==> src/design/tv_ctrl_regs.vh <==
// What this block does
// - Two clamp disable bits, one per video input; 1 inhibits; both set at reset.
// - Clamp pulse only when enabled and core was on primary oscillator before line sync.
// - Clamp pulse width fixed at one microsecond, no register adjusts it.
// - Seven bit position sets clamp delay from retrace edge, 82 ns per count.
// - Every reset clears both speed bits, core runs from slow reference.
// - Watchdog/stop strobes: write 1 acts, write 0 nothing, always read zero.
// - Watchdog off after resets; restart accepted only with oscillators on and fast.
// - Watchdog counter holds in slow mode and resumes in fast mode.
// - Bits a, 9, 8, 6 route composite sync, colour, I2C pair, line blank.
// - Bit 7 selects glyph ROM page at hex 1000 or hex 0000.
// - Bit 5 enables overlay; reset clears it and makes sync pins inputs.
// - Bit 4 colour polarity; bit 3 inverts only pad sync outputs.
// - Bit 1 picks line standard internally, or expected input sync polarity externally.
// - Bit 0 picks external sync with pins as inputs, else internal, pins driven only when bit 13 is set.
// - Converter bits 7:6 conversion mode; bits 3:0 read result, writes ignored.
`ifndef TV_CTRL_REGS_VH
`define TV_CTRL_REGS_VH
// Register indices and byte addresses (byte address = 4 x index)
`define CLAMP_IDX        4'h0
`define SPEED_IDX        4'h1
`define WDSTOP_IDX       4'h2
`define STD_IDX          4'h3
`define CONV_IDX         4'h4
`define CLAMP_ADDR       12'h000
`define SPEED_ADDR       12'h004
`define WDSTOP_ADDR      12'h008
`define STD_ADDR         12'h00c
`define CONV_ADDR        12'h010
// Field positions
`define CLAMP_DIS1_BIT   15
`define CLAMP_DIS2_BIT   14
`define SPEED_OSC_BIT    1
`define SPEED_FAST_BIT   0
`define WD_KICK_BIT      1
`define WD_STOP_BIT      0
`define STD_EXT_BIT      0
`define STD_POL_BIT      1
`define STD_OUTPOL_BIT   3
`define STD_PINOE_BIT    13
`define CONV_GROUP_BIT   10
// Reset values and write masks
`define CLAMP_RESET      16'hc000
`define CLAMP_WMASK      16'hc07f
`define STD_RESET        16'h0000
`define STD_WMASK        16'h3fff
`define CONV_RESET       16'h0000
`define CONV_WMASK       16'h04f0
// Timing: clamp width 1 us at 10 ns core period; position step 82 ns
`define CLK_PERIOD_NS    8'h0a
`define CLAMP_WIDTH_NS   16'h03e8
`define CLAMP_WIDTH_CYC  8'h64
`define POS_STEP_NS      8'h52
`define WD_TIMEOUT_CYC   24'h00_4000
`endif
==> src/design/tv_ctrl_bank1.v <==
`include "tv_ctrl_regs.vh"

module tv_ctrl_bank1 #(
  parameter [23:0] WD_LIMIT = `WD_TIMEOUT_CYC
) (
  input  wire        pclk,
  input  wire        presetn,
  input  wire        psel,
  input  wire        penable,
  input  wire        pwrite,
  input  wire [11:0] paddr,
  input  wire [31:0] pwdata,
  output reg  [31:0] prdata,
  output wire        pready,
  output wire        pslverr,
  input  wire        stop_recover,
  input  wire        line_retrace_pulse,
  input  wire        on_primary_oscillator,
  input  wire [3:0]  conversion_result,
  input  wire        sync_in_line,
  input  wire        sync_in_frame,
  input  wire        sync_gen_line,
  input  wire        sync_gen_frame,
  output reg         clamp_pulse_video,
  output reg         clamp_pulse_aux,
  output reg         osc_enable,
  output reg         core_fast_select,
  output reg         watchdog_reset_pulse,
  output reg         stop_pulse,
  output reg         sync_pin_output_enable,
  output reg         sync_line_out,
  output reg         sync_frame_out,
  output reg         sync_line_internal,
  output reg         sync_frame_internal,
  output reg  [11:0] std_config,
  output reg  [2:0]  conversion_input,
  output reg  [1:0]  conversion_rate
);

  ////////////////////////////////////////////////////////////////////////////
  // Bus decode
  // Software-visible state and bus answers
  reg  [15:0] clamp_reg;
  reg  [1:0]  speed_reg;
  reg  [15:0] std_reg;
  reg  [15:0] conv_reg;
  reg         pready_reg;
  reg         pslverr_reg;

  // Watchdog state
  reg         wd_enabled_reg;
  reg  [23:0] wd_count_reg;

  // Two-flop synchronisers and edge history for pin inputs
  reg         retr_m_reg;
  reg         retr_s_reg;
  reg         retr_d_reg;
  reg         prim_m_reg;
  reg         prim_s_reg;
  reg         sl_m_reg;
  reg         sl_s_reg;
  reg         sf_m_reg;
  reg         sf_s_reg;
  reg  [3:0]  res_m_reg;
  reg  [3:0]  res_s_reg;
  reg  [3:0]  res_d_reg;
  reg  [3:0]  res_held_reg;

  // Clamp timing
  reg         prim_at_sync_reg;
  reg  [7:0]  step_acc_reg;
  reg  [7:0]  delay_reg;
  reg         delay_run_reg;
  reg  [7:0]  width_reg;
  reg         width_run_reg;

  // Read path
  reg  [31:0] rdata_next;
  reg         addr_hit;

  wire        wr_en    = psel & penable & pwrite;
  wire [15:0] wd16     = pwdata[15:0];
  wire        sel_clamp = (paddr == `CLAMP_ADDR);
  wire        sel_speed = (paddr == `SPEED_ADDR);
  wire        sel_wd    = (paddr == `WDSTOP_ADDR);
  wire        sel_std   = (paddr == `STD_ADDR);
  wire        sel_conv  = (paddr == `CONV_ADDR);
  wire        fast_mode = speed_reg[`SPEED_OSC_BIT] & speed_reg[`SPEED_FAST_BIT];
  // Stop recovery or watchdog reset, which must drop the speed bits and watchdog; presetn does the same below
  wire        soft_reset = stop_recover | watchdog_reset_pulse;

  // Zero wait states; both answers come from flops armed in setup
  assign pready  = pready_reg;
  assign pslverr = pslverr_reg;

  ////////////////////////////////////////////////////////////////////////////
  // Read mux; reserved bits come back as zero
  always @* begin
    addr_hit   = sel_clamp | sel_speed | sel_wd | sel_std | sel_conv;
    rdata_next = 32'h0000_0000;
    if (sel_clamp) begin
      rdata_next[15:0] = clamp_reg;
    end else if (sel_speed) begin
      rdata_next[1:0] = speed_reg;
    end else if (sel_std) begin
      rdata_next[15:0] = std_reg;
    end else if (sel_conv) begin
      rdata_next[15:0] = {conv_reg[15:4], res_held_reg};
    end
  end

  // Registered read data, captured during setup so it is valid in access
  always @(posedge pclk or negedge presetn) begin
    if (!presetn) begin
      prdata <= 32'h0000_0000;
    end else if (psel & ~penable & ~pwrite) begin
      prdata <= rdata_next;
    end
  end

  // Ready and error stand only in the access cycle that follows setup
  always @(posedge pclk or negedge presetn) begin
    if (!presetn) begin
      pready_reg  <= 1'b0;
      pslverr_reg <= 1'b0;
    end else begin
      pready_reg  <= psel & ~penable;
      pslverr_reg <= psel & ~penable & ~addr_hit;
    end
  end

  ////////////////////////////////////////////////////////////////////////////
  // Configuration registers
  always @(posedge pclk or negedge presetn) begin
    if (!presetn) begin
      clamp_reg <= `CLAMP_RESET;
      std_reg   <= `STD_RESET;
      conv_reg  <= `CONV_RESET;
    end else if (wr_en) begin
      // Writes land on the access edge only
      if (sel_clamp) clamp_reg <= wd16 & `CLAMP_WMASK;
      if (sel_std)   std_reg   <= wd16 & `STD_WMASK;
      if (sel_conv)  conv_reg  <= wd16 & `CONV_WMASK;
    end
  end

  // Speed bits, cleared by every reset source
  always @(posedge pclk or negedge presetn) begin
    if (!presetn) begin
      speed_reg <= 2'b00;
    end else if (soft_reset) begin
      speed_reg <= 2'b00;
    end else if (wr_en & sel_speed) begin
      speed_reg <= wd16[1:0];
    end
  end

  ////////////////////////////////////////////////////////////////////////////
  // Watchdog and stop strobes; register itself stores nothing
  always @(posedge pclk or negedge presetn) begin
    if (!presetn) begin
      wd_enabled_reg       <= 1'b0;
      wd_count_reg         <= 24'h00_0000;
      watchdog_reset_pulse <= 1'b0;
      stop_pulse           <= 1'b0;
    end else begin
      watchdog_reset_pulse <= 1'b0;
      stop_pulse           <= wr_en & sel_wd & wd16[`WD_STOP_BIT];
      if (soft_reset) begin
        wd_enabled_reg <= 1'b0;
        wd_count_reg   <= 24'h00_0000;
      end else if (wr_en & sel_wd & wd16[`WD_KICK_BIT] & fast_mode) begin
        // Restart ignored unless oscillators on and fast selected
        wd_enabled_reg <= 1'b1;
        wd_count_reg   <= 24'h00_0000;
      end else if (wd_enabled_reg & fast_mode) begin
        // Slow mode freezes the count rather than clearing it
        if (wd_count_reg == WD_LIMIT - 24'h00_0001) begin
          watchdog_reset_pulse <= 1'b1;
          wd_count_reg         <= 24'h00_0000;
        end else begin
          wd_count_reg <= wd_count_reg + 24'h00_0001;
        end
      end
    end
  end

  ////////////////////////////////////////////////////////////////////////////
  // Synchronisers for pin-side inputs
  always @(posedge pclk or negedge presetn) begin
    if (!presetn) begin
      retr_m_reg <= 1'b0;
      retr_s_reg <= 1'b0;
      retr_d_reg <= 1'b0;
      prim_m_reg <= 1'b0;
      prim_s_reg <= 1'b0;
      sl_m_reg   <= 1'b0;
      sl_s_reg   <= 1'b0;
      sf_m_reg   <= 1'b0;
      sf_s_reg   <= 1'b0;
      res_m_reg  <= 4'h0;
      res_s_reg  <= 4'h0;
      res_d_reg  <= 4'h0;
    end else begin
      retr_m_reg <= line_retrace_pulse;
      retr_s_reg <= retr_m_reg;
      retr_d_reg <= retr_s_reg;
      prim_m_reg <= on_primary_oscillator;
      prim_s_reg <= prim_m_reg;
      sl_m_reg   <= sync_in_line;
      sl_s_reg   <= sl_m_reg;
      sf_m_reg   <= sync_in_frame;
      sf_s_reg   <= sf_m_reg;
      res_m_reg  <= conversion_result;
      res_s_reg  <= res_m_reg;
      res_d_reg  <= res_s_reg;
    end
  end

  // Result bits may change at different moments; keep a word once two samples agree
  always @(posedge pclk or negedge presetn) begin
    if (!presetn) begin
      res_held_reg <= 4'h0;
    end else if (res_s_reg == res_d_reg) begin
      res_held_reg <= res_s_reg;
    end
  end

  ////////////////////////////////////////////////////////////////////////////
  // Clamp timing: delay from retrace edge, then fixed width
  wire retrace_rise = retr_s_reg & ~retr_d_reg;
  // Delay counted in 82 ns steps of the position field
  wire [7:0] pos_val = {1'b0, clamp_reg[6:0]};
  wire [7:0] width_cyc = `CLAMP_WIDTH_CYC;
  // 82 ns steps from a 10 ns clock: a fractional divider gives one-cycle ticks that
  // average one per step, so the start may land up to one clock late
  wire [7:0] step_sum  = step_acc_reg + `CLK_PERIOD_NS;
  wire       step_tick = (step_sum >= `POS_STEP_NS);

  // Step divider restarts at each retrace edge so every line counts alike
  always @(posedge pclk or negedge presetn) begin
    if (!presetn) begin
      step_acc_reg <= 8'h00;
    end else if (retrace_rise) begin
      step_acc_reg <= 8'h00;
    end else if (step_tick) begin
      step_acc_reg <= step_sum - `POS_STEP_NS;
    end else begin
      step_acc_reg <= step_sum;
    end
  end

  always @(posedge pclk or negedge presetn) begin
    if (!presetn) begin
      prim_at_sync_reg  <= 1'b0;
      delay_reg         <= 8'h00;
      delay_run_reg     <= 1'b0;
      width_reg         <= 8'h00;
      width_run_reg     <= 1'b0;
      clamp_pulse_video <= 1'b0;
      clamp_pulse_aux   <= 1'b0;
    end else begin
      if (retrace_rise) begin
        // Oscillator state latched at line sync gates this line's clamp
        prim_at_sync_reg <= prim_s_reg;
        delay_reg        <= pos_val;
        delay_run_reg    <= 1'b1;
        width_run_reg    <= 1'b0;
      end else if (delay_run_reg) begin
        if (delay_reg == 8'h00) begin
          delay_run_reg <= 1'b0;
          width_run_reg <= 1'b1;
          width_reg     <= width_cyc - 8'h01;
        end else if (step_tick) begin
          delay_reg <= delay_reg - 8'h01;
        end
      end else if (width_run_reg) begin
        if (width_reg == 8'h00) begin
          width_run_reg <= 1'b0;
        end else begin
          width_reg <= width_reg - 8'h01;
        end
      end
      clamp_pulse_video <= width_run_reg & prim_at_sync_reg
                           & ~clamp_reg[`CLAMP_DIS1_BIT];
      clamp_pulse_aux   <= width_run_reg & prim_at_sync_reg
                           & ~clamp_reg[`CLAMP_DIS2_BIT];
    end
  end

  ////////////////////////////////////////////////////////////////////////////
  // Outputs driven from the configuration registers
  always @(posedge pclk or negedge presetn) begin
    if (!presetn) begin
      sync_pin_output_enable <= 1'b0;
      sync_line_out          <= 1'b0;
      sync_frame_out         <= 1'b0;
      sync_line_internal     <= 1'b0;
      sync_frame_internal    <= 1'b0;
      std_config             <= 12'h000;
    end else begin
      // Pins drive only when unmasked and internal sync is chosen
      sync_pin_output_enable <= std_reg[`STD_PINOE_BIT]
                                & ~std_reg[`STD_EXT_BIT];
      // Pad polarity only; internal copies keep their sense
      sync_line_out  <= sync_gen_line  ^ std_reg[`STD_OUTPOL_BIT];
      sync_frame_out <= sync_gen_frame ^ std_reg[`STD_OUTPOL_BIT];
      if (std_reg[`STD_EXT_BIT]) begin
        // External sync: bit 1 gives expected incoming polarity
        sync_line_internal  <= sl_s_reg ^ std_reg[`STD_POL_BIT];
        sync_frame_internal <= sf_s_reg ^ std_reg[`STD_POL_BIT];
      end else begin
        sync_line_internal  <= sync_gen_line;
        sync_frame_internal <= sync_gen_frame;
      end
      // Bits c,b,a,9,8,7,6,5,4,2,1,0 passed to the video logic
      std_config <= {std_reg[12:4], std_reg[2:0]};
    end
  end

  // Speed outputs trail the register by one clock; the clock switch sits outside
  always @(posedge pclk or negedge presetn) begin
    if (!presetn) begin
      osc_enable       <= 1'b0;
      core_fast_select <= 1'b0;
    end else begin
      osc_enable       <= speed_reg[`SPEED_OSC_BIT];
      core_fast_select <= speed_reg[`SPEED_FAST_BIT];
    end
  end

  // Converter selection to the analog side
  always @(posedge pclk or negedge presetn) begin
    if (!presetn) begin
      conversion_input <= 3'b000;
      conversion_rate  <= 2'b00;
    end else begin
      conversion_input <= {conv_reg[`CONV_GROUP_BIT], conv_reg[5:4]};
      conversion_rate  <= conv_reg[7:6];
    end
  end

endmodule // tv_ctrl_bank1

==> config.mk <==
export PLATFORM = sky130hd
export DESIGN_NAME = tv_ctrl_bank1
export DESIGN_NICKNAME = d
export VERILOG_FILES = /design/src/design/tv_ctrl_bank1.v
export VERILOG_INCLUDE_DIRS = /design/src /design/src/design
export SDC_FILE = /design/constraint.sdc
export NUM_CORES = 1
export LEC_CHECK = 0
export ABC_CLOCK_PERIOD_IN_PS = 3100
export BUFFER_PORTS_ARGS = -buffer_cell sky130_fd_sc_hd__buf_2
export CORE_AREA = 5 5 109 121
export CTS_BUF_LIST = sky130_fd_sc_hd__clkbuf_4
export CTS_CLUSTER_DIAMETER = 120
export DETAILED_ROUTE_END_ITERATION = 10
export DIE_AREA = 0 0 114 126
export PLACE_DENSITY = 0.89
export SYNTH_ARGS = -nofsm -noshare
export SYNTH_HDL_FRONTEND = slang
export SYNTH_SLANG_ARGS = --single-unit
==> constraint.sdc <==
create_clock -name pclk -period 3.1 [get_ports pclk]
set_input_delay 0.62 -clock pclk [delete_from_list [all_inputs] [get_ports pclk]]
set_output_delay 0.62 -clock pclk [all_outputs]
set_load 0.01 [all_outputs]
==> flow_metrics.py <==
metrics = {
    "cts": {
        "clkLatencyLatePin_ns": 0.55,
        "root_buffer": "clkbuf_4",
        "cts_buffer_depth": 2,
        "cts_resized": 0,
        "cts_tree": "done",
        "postCtsSetupBuffers": 0,
        "numCtsBuffers": 17,
        "clk_pin_slew_ns": 0.13,
        "hold_buffers": 0,
        "h-tree-depth": 4,
        "cts_sinks": 152,
    },
    "layout": {
        "fin_nets": 743,
        "postLayoutCellArea_um2": 7420,
        "final_common_cell": "dfrtp_1",
        "diodes": 0,
        "layout.cells.most_common_list": "dfrtp_1, buf_2, nor2_1",
        "syn_to_final_growth_pct": 13.4,
        "drive_gt1_share_pct": 26.6,
        "largest_reg_flops": 24,
    },
    "synthesis": {
        "ys_seq_elements": 152,
        "yosysWarningCount": 0,
        "ys_types": 57,
        "synth_edf_count": 0,
        "ys.flop_type": "dfrtp_1",
        "synth_area_um2": 6540,
        "yosysTopAreaCellShare_pct": 57.4,
        "async_reset_ff_share_pct": 100,
        "synth_top_area_cell": "dfrtp_1",
        "synthCells": 572,
        "syn_avg_cell_area_um2": 11.4,
        "seq_area_frac_synth_pct": 58.2,
        "synthTopCellsByArea": "dfrtp_1, mux2_2, xor2_1, nor2_1, nand2_1",
    },
    "setup_path": {
        "path_common_cell": "a21oi_1",
        "r2r_start": "step_acc_reg[1]$_DFFE_PN0P_",
        "cp.required_ns": 3.57,
        "crit_type": "reg2reg",
        "endpoint_kind": "flip-flop",
        "cp-start-kind": "flip-flop",
        "cp_slowest_cell": "a21oi_1",
        "cp_data_arrival_time_ns": 3.27,
        "crit_path_max_incr_delay_ns": 0.68,
        "crit_path_max_fanout": 11,
        "critPathBufInv": 0,
        "path_delay_family": "compound AO/OA/AOI/OAI gates",
        "cp_num_cells": 7,
        "crit_chain": "ha_1 > a21oi_1 > a311oi_1 > o21ai_0 > a21oi_1 > o21ai_0 > a21oi_1",
        "worstRegToRegCells": 7,
        "crit_path_start": "step_acc_reg[1]$_DFFE_PN0P_",
    },
    "power_and_ir_drop": {
        "vdd_drop_max_uv": 302,
        "powerDensity_nw_per_um2": 608,
        "power_mw": 4.51,
        "leakage_nw": 3.59,
    },
    "grt": {
        "grt_start_max_net_pins": 95,
        "overflow": 0,
        "antenna_found_initial": 0,
        "grt_pass1_vias": 5070,
        "grt_pass1_wl_mm": 24.6,
        "track_usage_pct": 21.4,
    },
    "placed_design": {
        "place_area_um2": 7160,
        "hpwlAfterDp_mm": 10.7,
        "port_buffers": 89,
        "gp_congestion": 0.841,
    },
    "routing": {
        "finalWirelength_mm": 14.8,
        "drt_iter0_drc": 351,
        "routedWlPerCell_um": 17.6,
        "drtPass1Iterations": 6,
        "via_per_inst": 5.77,
        "vias": 4849,
        "drtAntennaViolNets": 0,
        "drc": 0,
    },
    "sta": {
        "setup-tns-final_ns": 0,
        "setup_viol_count_final": 0,
        "min_period_over_period_pct": 90.2,
        "slew-limit-headroom_pct": 44.7,
        "drv_slew": 0,
        "finalClockSkew_ns": 0.0205,
        "finalHoldViolations": 0,
        "worst-slew-pin-transition_ns": 0.822,
        "fin_crit_ns": 2.80,
        "rsz0062_at_grt": "no",
        "max_freq_mhz": 357,
    },
    "die": {
        "core_area_um2": 11800,
        "die_h_um": 126,
        "pin_count": 122,
        "num_rows": 42,
        "die_w_um": 114,
        "dieArea_um2": 14400,
        "start_util_pct": 55.3,
    },
    "run": {
        "drv_cap": 0,
    },
    "min_path": {
        "hp-class": "in2async",
    },
    "run_status": {
        "status": "finished clean",
    },
}
## report_power, final
group	internal (mW)	switching, mW
clock network	0.424	0.727
logic	0.408	0.616
registers	2.15	0.190
## cells in the mapped netlist, drive strengths merged (9+ instances only)
| cell | count |
|---|---|
| a21oi | 16 |
| inv | 12 |
| clkbuf | 14 |
| nor4 | 11 |
| buf | 19 |
| nor2 | 54 |
| mux2 | 33 |
| nand4 | 13 |
| ha | 9 |
| dfrtp | 150 |
| xnor2 | 16 |
| nor3 | 17 |
| o21ai | 26 |
| nand3 | 24 |
| nand2 | 42 |
| xor2 | 24 |
## layout make-up
type,count,area (um^2)
Inverter,12,45.0
Tap cell,154,193
Timing Repair Buffer,101,554
Fill cell,908,4400
Multi-Input combinational cell,390,2560
Sequential cell,152,3810
Clock inverter,13,120
Clock buffer,19,143
## worst paths after layout
| kind | end | slack (ns) |
|---|---|---|
| worst min register to register | retr_s_reg$_DFF_PN0_ | 0.36 |
| max in group asynchronous | sync_pin_output_enable$_DFF_PN0_ | 2.21 |
| worst max register to register | step_acc_reg[5]$_DFF_PN0_ | 0.30 |
| min in group pclk | sf_m_reg$_DFF_PN0_ | 0.17 |
| worst min-delay path | width_reg[4]$_DFFE_PN0P_ | 0.006 |
| worst max-delay path | step_acc_reg[5]$_DFF_PN0_ | 0.30 |
## cell families after synthesis
logic type      after synthesis  share of synthesized area (%)
flops                       152                           58.2
xor+xnor                     40                           5.35
compound gates               80                           8.07
simple gates                205                           16.2
buf+inv                      45                           3.65
mux                          40                           6.75
fa+ha+maj                     9                           1.72
other cells                   1                         0.0573
## stage by stage
| stage | instances | utilization, % | worst slack (ns) | hold slack (ns) |
|---|---|---|---|---|
| 3_5_place_dp | 809 | 60.5 | 0.198 | 0.335 |
| 4_1_cts | 841 | 62.8 | 0.352 | 0.0177 |
| 5_1_grt | 841 | 62.8 | 0.0996 | 0.0383 |
| 2_1_floorplan | 587 | - | 0.556 | 0.324 |
| 6_report | 841 | 62.8 | 0.303 | 0.00592 |
| 3_3_place_gp | 809 | 60.5 | 0.385 | 0.335 |
## per-layer routing
layer,vias to the layer above,wire (um),GRT usage [%]
met3,45,1040,5.61
met5,-,0,0
met2,196,7540,35.8
li1,2206,-,-
met4,0,377,7.76
met1,2402,5870,26.7
Power figures use the tool's default switching activity.
